<file path="src/verilog/sadc_regs.svh">
`ifndef SADC_REGS_SVH
`define SADC_REGS_SVH

// Conversion clock is clk_i itself, 125 MHz
`define SADC_CLK_PERIOD_PS 8000
// Sampling phase length in clock periods
`define SADC_SAMPLE_CYCLES 6'd32
// Abort window: a start inside this many periods restarts the conversion
`define SADC_ABORT_CYCLES 7'd64
// Clock periods spent on each bit trial
`define SADC_TRIAL_CYCLES 3'd4
// Number of result bits
`define SADC_NUM_BITS 4'd8
// Whole conversion bounds in clock periods
`define SADC_CONV_MIN_CYCLES 57
`define SADC_CONV_MAX_CYCLES 74
// Done delay: 8 clock periods plus this time in ns
`define SADC_DONE_EXTRA_NS 2000
`define SADC_DONE_EXTRA_CYCLES ((`SADC_DONE_EXTRA_NS * 1000) / `SADC_CLK_PERIOD_PS)
`define SADC_DONE_MAX_CYCLES (8 + `SADC_DONE_EXTRA_CYCLES)
// Trial weight of the first bit
`define SADC_MSB_WEIGHT 8'h80
// Result codes at the two ends of the input range
`define SADC_CODE_ZERO 8'h00
`define SADC_CODE_FULL 8'hff

`endif

</file>
<file path="src/verilog/sadc_pkg.sv">
package sadc_pkg;

    typedef enum logic [1:0] {
        SADC_IDLE,
        SADC_SAMPLE,
        SADC_TRIAL,
        SADC_LATCH
    } sadc_state_t;

    // Comparator request to the analog side and the chosen input
    typedef struct packed {
        logic [7:0] trial_code;
        logic [7:0] channel_sel;
        logic sample_en;
        logic trial_en;
    } sadc_analog_t;

endpackage

</file>
<file path="src/verilog/sadc_sync.sv">
`timescale 1ns/10ps
`default_nettype none

module sadc_sync #(
    parameter int WIDTH = 1
) (
    input wire logic clk_i,              // Clock
    input wire logic rst_n_i,            // Async reset, active low
    input wire logic [WIDTH-1:0] d_i,    // Asynchronous inputs
    output logic [WIDTH-1:0] q_o         // Synchronised inputs
);

    logic [WIDTH-1:0] meta_q;
    logic [WIDTH-1:0] sync_q;

    always_ff @(posedge clk_i or negedge rst_n_i) begin
        if (!rst_n_i) begin
            meta_q <= '0;
            sync_q <= '0;
        end else begin
            meta_q <= d_i;
            sync_q <= meta_q;
        end
    end

    assign q_o = sync_q;

endmodule

`default_nettype wire

</file>
<file path="src/verilog/sadc_chan_dec.sv">
`timescale 1ns/10ps
`default_nettype none

module sadc_chan_dec (
    input wire logic clk_i,              // Clock
    input wire logic rst_n_i,            // Async reset, active low
    input wire logic [2:0] addr_i,       // Synchronised address, bit 2 is input C
    input wire logic load_rise_i,        // One-cycle pulse on strobe rising edge
    output logic [2:0] addr_o,           // Latched address
    output logic [7:0] sel_o             // One-hot channel select
);

    logic [2:0] addr_q;

    always_ff @(posedge clk_i or negedge rst_n_i) begin
        if (!rst_n_i) begin
            addr_q <= 3'h0;
        end else if (load_rise_i) begin
            addr_q <= addr_i;
        end
    end

    // Channel number is the plain binary value of C,B,A
    genvar g;
    for (g = 0; g < 8; g++) begin : g_sel
        assign sel_o[g] = (addr_q == 3'(g));
    end

    assign addr_o = addr_q;
endmodule

`default_nettype wire

</file>
<file path="src/verilog/sadc_ctrl.sv">
`timescale 1ns/10ps
`default_nettype none
`include "sadc_regs.svh"

// Overview of operation
// - Three address bits choose exactly one of eight analog inputs.
// - Address is latched on strobe rising edge and held until the next.
// - Start rising edge clears the result latch.
// - Start rising edge begins 32 periods of sampling before the trials.
// - A start within 64 periods aborts and restarts, dropping partial data.
// - Done output fed back to start gives free-running conversion.
// - Bits resolve one per trial, weight 128 first, down to the LSB.
// - Each comparator decision becomes that bit and keeps or drops the weight.
// - After eight bits conversion ends; the next repeats sample then convert.
// - Done changes within 8 periods plus 2 us of the start pulse.
// - Result sits in a latch whose outputs drive only when enabled.
// - Result is straight binary, zeros at zero input, ones at full scale.
// - A whole conversion takes 57 to 74 clock periods.
module sadc_ctrl (
    input wire logic clk_i,                  // Conversion clock, 125 MHz
    input wire logic rst_n_i,                // Async reset, active low
    input wire logic [2:0] addr_i,           // Channel address pins, bit 2 is C
    input wire logic addr_load_i,            // Address load strobe pin
    input wire logic start_i,                // Start of conversion pin
    input wire logic result_drive_enable_i,  // Output enable pin, high drives data
    input wire logic cmp_above_i,            // Comparator: input above trial level
    output sadc_pkg::sadc_analog_t analog_o, // Requests to the analog side
    output logic conv_done_o,                // End of conversion, high when done
    output logic [7:0] result_o,             // Result data out
    output logic [7:0] result_oe_o           // Result drive enable per bit
);

    logic [2:0] addr_s;
    logic load_s;
    logic start_s;
    logic cmp_s;
    logic load_prev_q;
    logic start_prev_q;
    logic load_rise;
    logic start_rise;
    logic [7:0] chan_sel;
    logic [2:0] chan_addr;

    logic en_s;
    logic [6:0] sync_out;
    sadc_pkg::sadc_state_t state_q;
    logic [5:0] sample_cnt_q;
    logic [2:0] phase_q;
    logic [3:0] bit_cnt_q;
    logic [7:0] weight_q;
    logic [7:0] trial_code_q;
    logic [7:0] decided;
    logic [7:0] result_q;
    logic [7:0] oe_q;
    logic [7:0] chan_sel_q;
    logic [6:0] conv_age_q;
    logic done_q;
    logic sample_end;
    logic phase_end;
    logic last_bit;

    // Every pin, the comparator included, crosses in through two flops
    sadc_sync #(
        .WIDTH(7)
    ) u_pin_sync (
        .clk_i(clk_i),
        .rst_n_i(rst_n_i),
        .d_i({addr_i, addr_load_i, start_i, cmp_above_i, result_drive_enable_i}),
        .q_o(sync_out)
    );

    assign addr_s = sync_out[6:4];
    assign load_s = sync_out[3];
    assign start_s = sync_out[2];
    assign cmp_s = sync_out[1];
    assign en_s = sync_out[0];

    // Edge detectors reset to the idle low level of their pins, so no false edge
    always_ff @(posedge clk_i or negedge rst_n_i) begin
        if (!rst_n_i) begin
            load_prev_q <= 1'b0;
        end else begin
            load_prev_q <= load_s;
        end
    end

    always_ff @(posedge clk_i or negedge rst_n_i) begin
        if (!rst_n_i) begin
            start_prev_q <= 1'b0;
        end else begin
            start_prev_q <= start_s;
        end
    end

    assign load_rise = load_s & ~load_prev_q;
    assign start_rise = start_s & ~start_prev_q;

    sadc_chan_dec u_chan_dec (
        .clk_i(clk_i),
        .rst_n_i(rst_n_i),
        .addr_i(addr_s),
        .load_rise_i(load_rise),
        .addr_o(chan_addr),
        .sel_o(chan_sel)
    );

    // Select goes out of a flop so the analog switches never see decode glitches
    always_ff @(posedge clk_i or negedge rst_n_i) begin
        if (!rst_n_i) begin
            chan_sel_q <= 8'h01;
        end else begin
            chan_sel_q <= chan_sel;
        end
    end

    assign sample_end = (state_q == sadc_pkg::SADC_SAMPLE) &&
        (sample_cnt_q == `SADC_SAMPLE_CYCLES - 6'd1);
    assign phase_end = (state_q == sadc_pkg::SADC_TRIAL) &&
        (phase_q == `SADC_TRIAL_CYCLES - 3'd1);
    assign last_bit = (bit_cnt_q == `SADC_NUM_BITS - 4'd1);

    // Any start edge restarts; a late one past the abort window does the same
    always_ff @(posedge clk_i or negedge rst_n_i) begin
        if (!rst_n_i) begin
            state_q <= sadc_pkg::SADC_IDLE;
        end else if (start_rise) begin
            state_q <= sadc_pkg::SADC_SAMPLE;
        end else begin
            case (state_q)
                sadc_pkg::SADC_IDLE: begin
                    state_q <= sadc_pkg::SADC_IDLE;
                end
                sadc_pkg::SADC_SAMPLE: begin
                    if (sample_end) begin
                        state_q <= sadc_pkg::SADC_TRIAL;
                    end
                end
                sadc_pkg::SADC_TRIAL: begin
                    if (phase_end && last_bit) begin
                        state_q <= sadc_pkg::SADC_LATCH;
                    end
                end
                sadc_pkg::SADC_LATCH: begin
                    state_q <= sadc_pkg::SADC_IDLE;
                end
                default: begin
                    state_q <= sadc_pkg::SADC_IDLE;
                end
            endcase
        end
    end

    always_ff @(posedge clk_i or negedge rst_n_i) begin
        if (!rst_n_i) begin
            sample_cnt_q <= 6'h00;
        end else if (start_rise) begin
            sample_cnt_q <= 6'h00;
        end else if (state_q == sadc_pkg::SADC_SAMPLE) begin
            sample_cnt_q <= sample_cnt_q + 6'd1;
        end
    end

    // Four periods per trial leave room for the two-flop comparator path
    always_ff @(posedge clk_i or negedge rst_n_i) begin
        if (!rst_n_i) begin
            phase_q <= 3'h0;
        end else if (start_rise || (state_q != sadc_pkg::SADC_TRIAL)) begin
            phase_q <= 3'h0;
        end else if (phase_end) begin
            phase_q <= 3'h0;
        end else begin
            phase_q <= phase_q + 3'd1;
        end
    end

    always_ff @(posedge clk_i or negedge rst_n_i) begin
        if (!rst_n_i) begin
            bit_cnt_q <= 4'h0;
        end else if (start_rise || (state_q != sadc_pkg::SADC_TRIAL)) begin
            bit_cnt_q <= 4'h0;
        end else if (phase_end) begin
            bit_cnt_q <= bit_cnt_q + 4'd1;
        end
    end

    // The bit under trial takes the decision, the others keep what they hold
    genvar b;
    for (b = 0; b < 8; b++) begin : g_bit
        assign decided[b] = weight_q[b] ? cmp_s : trial_code_q[b];
    end

    always_ff @(posedge clk_i or negedge rst_n_i) begin
        if (!rst_n_i) begin
            weight_q <= 8'h00;
            trial_code_q <= 8'h00;
        end else if (start_rise) begin
            // A restart drops whatever part of the result was built
            weight_q <= 8'h00;
            trial_code_q <= 8'h00;
        end else if (sample_end) begin
            weight_q <= `SADC_MSB_WEIGHT;
            trial_code_q <= `SADC_MSB_WEIGHT;
        end else if (phase_end) begin
            weight_q <= weight_q >> 1;
            trial_code_q <= decided | (weight_q >> 1);
        end
    end

    // Restart wins over the latch step, so a cut conversion never lands
    always_ff @(posedge clk_i or negedge rst_n_i) begin
        if (!rst_n_i) begin
            result_q <= `SADC_CODE_ZERO;
        end else if (start_rise) begin
            result_q <= `SADC_CODE_ZERO;
        end else if (state_q == sadc_pkg::SADC_LATCH) begin
            result_q <= trial_code_q;
        end
    end

    // Done low after reset: a free-running loop needs one outside start pulse
    always_ff @(posedge clk_i or negedge rst_n_i) begin
        if (!rst_n_i) begin
            done_q <= 1'b0;
        end else if (start_rise) begin
            done_q <= 1'b0;
        end else if (state_q == sadc_pkg::SADC_LATCH) begin
            done_q <= 1'b1;
        end
    end

    // Periods since the last start edge, saturating
    always_ff @(posedge clk_i or negedge rst_n_i) begin
        if (!rst_n_i) begin
            conv_age_q <= 7'h00;
        end else if (start_rise) begin
            conv_age_q <= 7'h00;
        end else if (conv_age_q != 7'h7f) begin
            conv_age_q <= conv_age_q + 7'd1;
        end
    end

    always_ff @(posedge clk_i or negedge rst_n_i) begin
        if (!rst_n_i) begin
            oe_q <= 8'h00;
        end else begin
            oe_q <= {8{en_s}};
        end
    end

    always_comb begin
        analog_o = '0;
        analog_o.trial_code = trial_code_q;
        analog_o.channel_sel = chan_sel_q;
        analog_o.sample_en = (state_q == sadc_pkg::SADC_SAMPLE);
        analog_o.trial_en = (state_q == sadc_pkg::SADC_TRIAL);
    end

    assign conv_done_o = done_q;
    assign result_o = result_q;
    assign result_oe_o = oe_q;
endmodule

`default_nettype wire

</file>
<file path="config.mk">
export PLATFORM = sky130hd
export DESIGN_NAME = sadc_ctrl
export DESIGN_NICKNAME = d
export VERILOG_FILES = /design/src/verilog/sadc_pkg.sv /design/src/verilog/sadc_sync.sv /design/src/verilog/sadc_chan_dec.sv /design/src/verilog/sadc_ctrl.sv
export VERILOG_INCLUDE_DIRS = /design/src /design/src/verilog
export SDC_FILE = /design/constraint.sdc
export NUM_CORES = 1
export LEC_CHECK = 0
export BUFFER_PORTS_ARGS = -buffer_cell sky130_fd_sc_hd__buf_4
export CAP_MARGIN = 20
export CORE_ASPECT_RATIO = 1.2
export CORE_UTILIZATION = 55
export CTS_CLUSTER_DIAMETER = 60
export DETAILED_ROUTE_END_ITERATION = 8
export GPL_ROUTABILITY_DRIVEN = 0
export MAX_ROUTING_LAYER = met4
export PLACE_DENSITY_LB_ADDON = 0.1
export SETUP_SLACK_MARGIN = 0.4
export SLEW_MARGIN = 20
export SYNTH_ARGS = -nofsm -noshare
export SYNTH_HDL_FRONTEND = slang
export SYNTH_HIERARCHICAL = 1
export SYNTH_SLANG_ARGS = --single-unit
export TNS_END_PERCENT = 10
</file>
<file path="constraint.sdc">
create_clock -name clk_i -period 3.5 [get_ports clk_i]
set_clock_uncertainty 0.2 [all_clocks]
set_input_delay 0.175 -clock clk_i [delete_from_list [all_inputs] [get_ports clk_i]]
set_output_delay 0.175 -clock clk_i [all_outputs]
set_load 0.05 [all_outputs]
</file>
# Word-level counts from Yosys, hierarchy flattened
# Cells that the tools add are included.
# classes
mux	28
reduce_logical	12
add_sub_neg	3
bitwise_logic	5
eq_ne	16
# ops
operator	count
2-to-1 mux 8 bit	8
== test 3 bit, second input constant	4
2-to-1 mux 6 bit	2
2-to-1 mux 1 bit	10
== test 3 x 2 -> 1 bit, second input constant	3
2-to-1 mux 4 bit	2
OR 8 x 7 -> 8 bit	1
adder 6 x 1 -> 6 bit, second input constant	1
== test 6 x 5 -> 1 bit, second input constant	1
2-to-1 mux 2 bit	3
2-to-1 mux 3 bit	2
inequality test 3 x 1 -> 1 bit, second input constant	2
one-hot mux 2 bit (3 select lines)	1
nonzero test 2 bit	3
adder 4 x 1 -> 4 bit, second input constant	1
== test 2 bit, second input constant	2
== test 4 x 3 -> 1 bit, second input constant	1
adder 3 x 1 -> 3 bit, second input constant	1
== test 3 x 1 -> 1 bit, second input constant	1
logical AND 1 bit	3
logical NOT 3 bit	1
nonzero test 3 bit	1
bitwise AND 1 bit	2
== test 2 x 1 -> 1 bit, second input constant	1
6 further kinds	7
# totals
reg_bits	68
input_bits	9

# Logic depth before layout (Yosys ltp)
# Gate-level depths: netlist of run 1.
# depth
depth_word	6
ltp_mapped	8

# Cells and area by module
# Netlist of run 1, hierarchy kept.
# by_module_without_submodules
module	area_per_inst_um2	seq_area_each_um2	cells_per_inst	n_inst
sadc_ctrl	2184.6	1277.5	201	1
sadc_sync	350.3	350.3	14	1
sadc_chan_dec	170.2	75.1	14	1

# Worst setup path before layout of run 1
# Ideal clock, no wire load.
# synth_timing
kind	register to register
start	register state_q[1]
end	register trial_code_q[4]
period_less_slack_ps	2168
path_slack_ps	1332
setup_ps	123
t_required_ps	3177
arrival_time_ps	1845
stages_incl_launch_ff	9
cell_sequence	dfrtp_1 inv_1 ha_1 buf_6 nand2_4 or3_4 nand2_4 buf_8 nor3_1
# synth_rtl
element	line_no	text
start: declaration	sadc_ctrl.sv:46	sadc_pkg::sadc_state_t state_q;
start signal: assignment	sadc_ctrl.sv:125	state_q <= sadc_pkg::SADC_IDLE;
start signal: assignment	sadc_ctrl.sv:127	state_q <= sadc_pkg::SADC_SAMPLE;
start signal: assignment	sadc_ctrl.sv:131	state_q <= sadc_pkg::SADC_IDLE;
end signal: assignment	sadc_ctrl.sv:202	trial_code_q <= `SADC_MSB_WEIGHT;
end signal: assignment	sadc_ctrl.sv:205	trial_code_q <= decided | (weight_q >> 1);
end: declaration	sadc_ctrl.sv:51	logic [7:0] trial_code_q;

# Final worst setup path of run 1
# layout_timing
start	register state_q[0]
end	register trial_code_q[3]
# layout_via
elab_chain_len	4
# layout_lines
element	line_no	text
== test 2 x 1 -> 1 bit	sadc_ctrl.sv:116	assign sample_end = (state_q == sadc_pkg::SADC_SAMPLE) &&
logical AND 1 bit	sadc_ctrl.sv:116	
2-to-1 mux 8 bit	sadc_ctrl.sv:200	end else if (sample_end) begin
2-to-1 mux 8 bit	sadc_ctrl.sv:196	end else if (start_rise) begin
# Several ways; a longest one is shown, not always the timed one.
# A chain may end at the register's enable or synchronous reset.

==> impl_metrics.toml, run 1 <==
[run]
drv_cap = 0

[setup_path]
slowest_delay_ps = 440
path_depth = 6
cp_max_fo = 11
r2r_end = "trial_code_q[3]"
reg2reg_slack_ps = 1410
slowest_stage = "and3b_1"
path_cells = "inv_1 -> ha_1 -> and3b_1 -> nand2b_1 -> nor3b_1 -> nor3_1"
r2r_cells = 6
worst-endpoint-required_ps = 3520
critical_path.startpoint = "state_q[0]"
critPathArrivalTime_ps = 2110
worstSetupPathType = "reg -> reg"
r2r_start = "state_q[0]"
crit_path_start_kind = "flip-flop"
endpoint_kind = "flip-flop"
critPathTopFamily = "simple AND/OR/NAND/NOR gates"
endpoint = "trial_code_q[3]"
crit_buf_inv = 1

[logic_synthesis]
synth_area_um2 = 2705
synth_most_common_cell = "dfrtp_1"
synthCells = 229
yosys.area.top_type_share_pct = 61.98
synth-seq-area-share_pct = 62.95
synth_area_per_cell_um2 = 11.81
synth.largest_area_cell = "dfrtp_1"
ys_warn_count = 6
synth_cell_types = 33
ys_top_cells_by_count = "dfrtp_1, nor2_1, nand2_1"
synth-edff-count = 0
synth_fp_nets = 244
synth_flop_cell = "dfrtp_1"
synth_area_leaders = "dfrtp_1, nor2_1, mux2i_1"
synth_seq_cells = 68
synthArstFlopShare_pct = 100.0

[floorplanning]
start_util_pct = 58.02
die_y_um = 78.83
chipWidth_um = 66.02
ios = 44
num_rows = 27
core_um2 = 4662
fp.dieArea_um2 = 5204

[global_route]
grt_pass1_wl_um = 7707
grtUsageTotal_pct = 20.95
grt_overflow = 0
antenna_found_initial = 0
grt_start_max_net_pins = 69
grt_pass1_vias = 1642

[cts]
clkTransAtPathRegs_ps = 70
htreeDepth = 3
root_buffer = "clkbuf_8"
cts_sinks = 68
cts_tree = "yes"
cts_buffer_depth = 2
cts_setup_buffers = 0
cts_buffers = 9
clkLatencyLatePin_ps = 330

[power]
leakage_uw = 0.001572
ir_drop_uv = 404.9
power_density_nw_per_um2 = 607.0

[routing]
drtIter0Drc = 88
drc = 0
wl_per_cell_um = 13.70
via_count = 1760
postRouteAntennaNets = 0
first_pass_iters = 4
detail_route.vias_per_cell = 5.161
drt_wl_total_um = 4672

[sta]
min_period_ps = 2093
slew-limit-headroom_pct = 45.90
timing.final.crit_share_pct = 59.79
worstMarginPinSlew_ps = 811.5
setup_ws_ps = 1407
hold_slack_ps = 148.4
finalHoldViolCount = 0
rsz0062_at_grt = "false"
fin_tns_setup_ps = 0
setup_viol = 0
fmax_mhz = 477.9
drv_slew = 0

[cells_and_area]
n_antenna_cell = 0
stdcell_count = 341
layout-drive-gt1-share_pct = 23.32
final_cell_area_um2 = 3307
final_nets = 293
area_delta_synth_final_pct = 22.25

[placement]
dp_hpwl_um = 2926
portBuffers = 43
dpl_worst_slack_ps = 1449
placed_cells = 317
placed_area_um2 = 3005

[worst_hold_path]
hold_class = "reg -> reg"

[status]
outcome = "completed"
[routing by layer]
| layer | global-route usage (%) | wire length, um | up-vias | part of all wire, % |
|---|---|---|---|---|
| li1 | - | - | 856 | - |
| met1 | 26.62 | 2183 | 864 | 47 |
| met2 | 31.73 | 2252 | 33 | 48 |
| met3 | 5.603 | 156 | 7 | 3.3 |
| met4 | 8.936 | 80 | 0 | 1.7 |
| met5 | - | 0 | - | 0 |
[repair_timing]
item	in CTS	in global routing
hold endpoints to repair	74	0
hold buffers	8	0
resized for setup	0	0
setup endpoints to repair	0	0
[sequential cells by signal (all words and copies together) (netlist names), 2 cells and up]
name and flops:
phase_q 3, bit_cnt_q 4, state_q 2, u_pin_sync/q_o 7
u_chan_dec/addr_o 3, chan_sel_q 8, u_pin_sync/meta_q 7, sample_cnt_q 6
result_o 8, trial_code_q 8, weight_q 8
[placed cells by master (no fill, tap or decap), drive strengths merged, types with 2 or more instances in the layout]
cell and n:
nor2b 3, nor3 9, and3 2, nand3 2, inv 2, and3b 4, or3 2, dlygate4sd3 8
ha 6, nor2 39, xnor2 2, nand4 3, nor3b 13, clkbuf 13, buf 44, nand3b 2
dfrtp 67, xor2 5, nand2b 3, o21ai 2, a21oi 11, mux2 3, nand2 21, mux2i 10
[cell families (layout without fill, tap and decap cells)]
kind of cell / after synthesis / count (layout) / synth area share (%)
AO/OA/AOI/OAI: 16 / 16 / 3.377
flip-flops: 68 / 68 / 62.95
XOR/XNOR: 7 / 7 / 2.266
multiplexers: 13 / 13 / 4.949
adder cells (fa/ha/maj): 6 / 6 / 2.775
buffers and inverters: 16 / 70 / 4.070
AND/OR/NAND/NOR: 103 / 103 / 19.61
[layout make-up]
type                    instances  area [um^2]
flip-flops and latches         68         1703
well taps                      58        72.57
multi-input cells             145        892.1
repair buffers                 52        410.4
clock inverters                 3        42.54
clock buffers                  13        178.9
fillers                       355         1355
inverters                       2        7.507
[worst min path at each step]
stage | startpoint | end | slack, ps | cells after the start
after global placement | start_i | u_pin_sync/meta_q[2] | 80 | 1
after global routing | u_pin_sync/meta_q[6] | u_pin_sync/q_o[6] | 150 | 0
after floorplan | rst_n_i | bit_cnt_q[0] | -320 | 0
after CTS | u_pin_sync/meta_q[6] | u_pin_sync/q_o[6] | 150 | 0
final | u_pin_sync/meta_q[2] | u_pin_sync/q_o[2] | 150 | 0
after detailed placement | addr_load_i | u_pin_sync/meta_q[3] | 90 | 1
[power by group]
| part | leakage, uW | switching [uW] | internal, uW |
|---|---|---|---|
| combinational | 0.000572 | 270 | 152 |
| sequential | 0.000888 | 50.2 | 851 |
| clock | 0.000112 | 279 | 406 |
| total | 0.00157 | 599 | 1410 |
[through the flow]
step	util, %	power, uW
global placement	64.47	1327
CTS	70.93	2031
detailed placement	64.47	1335
global route	70.93	2101
finish	70.93	2007
floorplan	-	1237
(Power assumes the default switching activity.)
==> run 2, diff against run 1 <==
==> constraint.sdc (replaced) <==
create_clock -name clk_i -period 2.1 [get_ports clk_i]
set_clock_uncertainty 0.2 [all_clocks]
set_input_delay 0.105 -clock clk_i [delete_from_list [all_inputs] [get_ports clk_i]]
set_output_delay 0.105 -clock clk_i [all_outputs]
set_load 0.05 [all_outputs]
==> run 2 against run 1 <==
Against the previous run:
- maximum frequency is 22% higher
- setup slack worse by 1000 ps
- first-iteration DRC count is 2.3% higher
- sequential power is 68% higher
- critical path type unchanged
- critical endpoint is now bit_cnt_q[0]
- largest cell class unchanged
- largest power group unchanged
- highest routed layer unchanged
==> impl_metrics.toml, run 2 (synthesis gave the netlist of run 1 again) <==
[status]
outcome = "completed"

[routing]
first_pass_iters = 4
via_count = 1825
drt_wl_total_um = 4872
drtIter0Drc = 90
drc = 0
detail_route.vias_per_cell = 5.214
wl_per_cell_um = 13.92
postRouteAntennaNets = 0

[floorplanning]
ios = 44
core_um2 = 4662
start_util_pct = 58.02
die_y_um = 78.83
num_rows = 27
chipWidth_um = 66.02
fp.dieArea_um2 = 5204

[sta]
finalHoldViolCount = 0
min_period_ps = 1719
rsz0062_at_grt = "true"
timing.final.crit_share_pct = 81.84
setup_viol = 0
fmax_mhz = 581.9
slew-limit-headroom_pct = 61.47
hold_slack_ps = 42.33
worstMarginPinSlew_ps = 577.9
fin_tns_setup_ps = 0
drv_slew = 0

[setup_path]
r2r_cells = 6
path_cells = "ha_1 -> and3b_2 -> buf_12 -> buf_4 -> xnor2_1 -> nor2_1"
crit_path_start_kind = "flip-flop"
worst-endpoint-required_ps = 2110
endpoint_kind = "flip-flop"
worstSetupPathType = "reg -> reg"
critPathArrivalTime_ps = 1730
cp_max_fo = 5
slowest_delay_ps = 380
slowest_stage = "dfrtp_1"
path_depth = 6
crit_buf_inv = 2
critPathTopFamily = "flip-flops"

[cells_and_area]
layout-drive-gt1-share_pct = 29.11
n_antenna_cell = 0
layout_commonest_cell = "dfrtp_1"
stdcell_count = 350
final_nets = 302
post-route-util_pct = 74.05
area_delta_synth_final_pct = 27.61
final_cell_area_um2 = 3452
mostFrequentLayoutCells = "dfrtp_1, buf_4, nor2_1"

[cts]
root_buffer = "clkbuf_8"
clkTransAtPathRegs_ps = 60
htreeDepth = 3
cts_sinks = 68
cts_tree = "yes"
cts_buffers = 9
cts_buffer_depth = 2
clkLatencyLatePin_ps = 330

[global_route]
grt_start_max_net_pins = 39
grt_pass1_wl_um = 7976
grt_pass1_vias = 1726
grt_overflow = 0
grtUsageTotal_pct = 21.63
antenna_found_initial = 0

[worst_hold_path]
hold_class = "in -> async"

[power]
p_int_uw = 2283
clkPwrFrac_pct = 29.4
p_sw_uw = 1039
swShare_pct = 31.28
leakage_uw = 0.001615
power_density_nw_per_um2 = 962.2
seqPwrFrac_pct = 45.6
pwr-share-comb_pct = 25.0
ir_drop_uv = 552.9

[run]
drv_cap = 0

[placement]
dp_hpwl_um = 3168
placed_area_um2 = 3065
portBuffers = 43
placed_cells = 320
[run 2: cell count changes in the layout (fill, tap and decap cells not counted), moves of 2 or more]
| cell | previous run | this run |
|---|---|---|
| ha_1 | 6 | 4 |
| clkbuf_1 | 0 | 3 |
| inv_1 | 2 | 0 |
| nor3b_2 | 0 | 4 |
| buf_12 | 0 | 2 |
| inv_2 | 0 | 2 |
| ha_4 | 0 | 2 |
| buf_4 | 44 | 49 |
| nor3b_1 | 13 | 9 |
[run 2: power groups by stage]
stage	Sequential, uW	Combinational (uW)	Clock [uW]
2_1_floorplan	1610	503	0
3_3_place_gp	1530	736	0
3_5_place_dp	1530	762	0
4_1_cts	1510	806	997
5_1_grt	1530	902	1050
6_report	1510	832	976
[run 2: area by class of cell]
cell class,instances,area (um^2)
clock buffers,15,176.4
clock inverters,1,5.005
fillers,333,1210
inverters,2,7.507
multi-input cells,146,983.4
flip-flops and latches,68,1704
well taps,58,72.57
repair buffers,60,503.0
[run 2: final timing paths]
| kind | from | end | slack, ps |
|---|---|---|---|
| worst max-delay path | phase_q[0] | bit_cnt_q[0] | 380 |
| worst min-delay path | rst_n_i | chan_sel_q[3] | 40 |
| worst max register to register | phase_q[0] | bit_cnt_q[0] | 380 |
| worst min register to register | u_pin_sync/meta_q[2] | u_pin_sync/q_o[2] | 150 |
| max in group asynchronous | rst_n_i | chan_sel_q[0] | 1080 |
| min in group clk_i | u_pin_sync/meta_q[2] | u_pin_sync/q_o[2] | 150 |
[run 2: timing repair]
| action | 4_1_cts | 5_1_grt |
|---|---|---|
| setup endpoints to repair | 18 | 26 |
| hold endpoints to repair | 74 | 0 |
| cloned | 0 | 1 |
| setup buffers | 2 | 3 |
| hold buffers | 8 | 0 |
| pin swaps | 0 | 1 |
| gates resized for setup | 10 | 5 |
[run 2: routing by layer]
layer / share of wire, % / track usage [%] / wire [um] / vias up
li1: - / - / - / 883
met1: 45 / 27.47 / 2205 / 897
met2: 50 / 32.65 / 2424 / 43
met3: 4.5 / 6.466 / 220 / 2
met4: 0.45 / 8.511 / 22 / 0
met5: 0 / - / 0 / -
[run 2: stage by stage]
stage                     worst slack (ps)  total power, uW
after floorplan                      209.2             2117
after global placement               267.7             2265
after detailed placement             228.5             2296
after CTS                            410.1             3316
after global routing                 338.3             3484
final                                381.4             3322
==> run 3, diff against run 2 <==
--- a/config.mk
+++ b/config.mk
@@ -6,10 +6,11 @@
 export SDC_FILE = /design/constraint.sdc
 export NUM_CORES = 1
 export LEC_CHECK = 0
+export ABC_AREA = 1
 export BUFFER_PORTS_ARGS = -buffer_cell sky130_fd_sc_hd__buf_4
 export CAP_MARGIN = 20
 export CORE_ASPECT_RATIO = 1.2
-export CORE_UTILIZATION = 55
+export CORE_UTILIZATION = 50
 export CTS_CLUSTER_DIAMETER = 60
 export DETAILED_ROUTE_END_ITERATION = 8
 export GPL_ROUTABILITY_DRIVEN = 0
==> constraint.sdc (replaced) <==
create_clock -name clk_i -period 1.5 [get_ports clk_i]
set_clock_uncertainty 0.2 [all_clocks]
set_input_delay 0.075 -clock clk_i [delete_from_list [all_inputs] [get_ports clk_i]]
set_output_delay 0.075 -clock clk_i [all_outputs]
set_load 0.05 [all_outputs]
==> run 3 against run 2 <==
Against the previous run:
- the run now ends with design-rule violations, negative hold slack, negative setup slack left
- critical endpoint is now analog_o[1]
- combinational power is 150% higher
- cell area increased by 16%
- largest power group unchanged
- global-route usage rose by 1.4 points
- die area is 14% higher
- hold slack got worse by 44 ps
- routed wire length increased by 22%
- first-iteration DRC count is 38% higher
- sequential cell count stayed put
- core utilization up 0.53 points
- sequential power rose by 51%
- highest routed layer unchanged
==> impl_metrics.toml, run 3 <==
[status]
outcome = "finished with violations"
violations = "design-rule violations, negative hold slack, negative setup slack"

[setup_path]
crit_buf_inv = 3
cp_common_cell = "buf_6"
cp_max_fo = 4
critPathTopFamily = "flip-flops"
r2r_cells = 9
reg2reg_slack_ps = -70
endpoint_kind = "output port"
r2r_start = "state_q[1]"
slowest_delay_ps = 410
path_depth = 4
path_cells = "buf_6 -> ha_4 -> buf_6 -> buf_8"
critPathArrivalTime_ps = 1300
worstSetupPathType = "reg -> out"
endpoint = "analog_o[1]"
critical_path.startpoint = "state_q[0]"
r2r_end = "trial_code_q[7]"
slowest_stage = "dfrtp_1"
worst-endpoint-required_ps = 1220
crit_path_start_kind = "flip-flop"

[logic_synthesis]
synthArstFlopShare_pct = 100.0
synth_area_per_cell_um2 = 9.512
synth_seq_cells = 68
ys_top_cells_by_count = "nand2_1, dfrtp_1, inv_1"
ys_warn_count = 6
synth_area_leaders = "dfrtp_1, nand2_1, inv_1"
synthCells = 297
synth_cell_types = 23
synth_flop_cell = "dfrtp_1"
synth-seq-area-share_pct = 60.27
synth_most_common_cell = "nand2_1"
synth_fp_nets = 312
yosys.area.top_type_share_pct = 59.34
synth.largest_area_cell = "dfrtp_1"
synth-edff-count = 0
synth_area_um2 = 2825

[sta]
finalHoldViolCount = 5
timing.final.crit_share_pct = 105.0
hold_slack_ps = -1.757
worstMarginPinSlew_ps = 405.4
slew-limit-headroom_pct = 72.97
rsz0062_at_grt = "true"
drv_slew = 0
setup_ws_ps = -74.78
min_period_ps = 1575
setup_viol = 21
fmax_mhz = 635.0

[global_route]
top_usage_layer = "met2"
grtUsageTotal_pct = 23.03
grt_pass1_vias = 2197
antenna_found_initial = 0
use_met3_pct = 4.922
use_met1_pct = 28.16
grt_overflow = 0
grt_pass1_wl_um = 10170
gr-usage-met2_pct = 36.89
grt_start_max_net_pins = 32

[cells_and_area]
mostFrequentLayoutCells = "nand2_1, dfrtp_1, inv_1, buf_6, buf_4"
area_delta_synth_final_pct = 41.76
layout_commonest_cell = "nand2_1"
n_antenna_cell = 0
final_nets = 387
num-fill-cells = 373
final_cell_area_um2 = 4005
layout-drive-gt1-share_pct = 34.75
stdcell_count = 439

[run]
drv_cap = 0

[placement]
placed_cells = 405
portBuffers = 43
placed_area_um2 = 3331
dp_hpwl_um = 3604
dpl_worst_slack_ps = -88.26

[cts]
cts_sinks = 68
htreeDepth = 3
cts_tree = "yes"
cts_buffers = 9
cts_buffer_depth = 2
root_buffer = "clkbuf_8"
clkTransAtPathRegs_ps = 70
clkLatencyLatePin_ps = 340

[routing]
drt_wl_total_um = 5926
wl_per_cell_um = 13.50
drtIter0Drc = 124
first_pass_iters = 6
detail_route.vias_per_cell = 4.952
drc = 8
via_count = 2174
postRouteAntennaNets = 0

[power]
ir_drop_uv = 620.0
power_density_nw_per_um2 = 1426
p_total_uw = 5713
leakage_uw = 0.001888

[floorplanning]
num_rows = 29
chipWidth_um = 70.62
ios = 44
fp.dieArea_um2 = 5956
core_um2 = 5370
start_util_pct = 52.61
die_y_um = 84.35

[worst_hold_path]
hold_class = "in -> async"
-- run 3: worst min-delay path by stage --
stage,end,cells after the start,startpoint
final,chan_sel_q[3],2,rst_n_i
after global routing,u_chan_dec/addr_o[0],2,rst_n_i
after CTS,chan_sel_q[3],2,rst_n_i
after detailed placement,chan_sel_q[7],1,rst_n_i
after global placement,chan_sel_q[3],1,rst_n_i
after floorplan,bit_cnt_q[0],0,rst_n_i
-- run 3: what timing repair did --
action | in CTS | in global routing
pin swaps | 8 | 3
resized for setup | 68 | 15
endpoints found under the hold margin | 75 | 0
hold buffers | 8 | 0
buffers inserted | 6 | 2
setup endpoints to repair | 78 | 78
cloned | 2 | 0
-- run 3: area by class of cell --
class	instances	area, um^2	share of cell area, %
clock buffer	12	155.1	3.874
clock inverter	4	25.02	0.6248
inverter	34	135.1	3.374
multi-input combinational	183	1066	26.62
sequential	68	1705	42.58
tap	62	77.57	1.937
timing repair buffer	75	837.1	20.90
timing repair inverter	1	3.754	0.09372
-- run 3: routing by layer --
layer	share of wire, %	vias to the layer above	wire length [um]
li1	-	1072	-
met1	43	1047	2529
met2	52	48	3089
met3	3.6	7	216
met4	1.5	0	90
met5	0	-	0
-- run 3: metrics by stage --
| step | TNS, ps | utilization [%] |
|---|---|---|
| 4_1_cts | -1094 | 73.09 |
| 5_1_grt | -2703 | 74.58 |
| 2_1_floorplan | -2453 | - |
| 3_5_place_dp | -1261 | 62.02 |
| 3_3_place_gp | -533.8 | 62.02 |
| 6_report | -925.2 | 74.58 |
-- run 3: kinds of logic (layout without fill, tap and decap cells) --
family / Yosys count / count (layout) / share of synthesized area, %
fa+ha+maj: 6 / 6 / 2.657
compound gates: 43 / 43 / 8.946
simple gates: 133 / 134 / 19.80
flops: 68 / 68 / 60.27
buf+inv: 47 / 126 / 8.326
-- run 3: report_power, final --
group          internal (uW)  switching [uW]  total [uW]
Clock                    685             679        1360
Combinational            836            1230        2070
Sequential              2080             200        2280
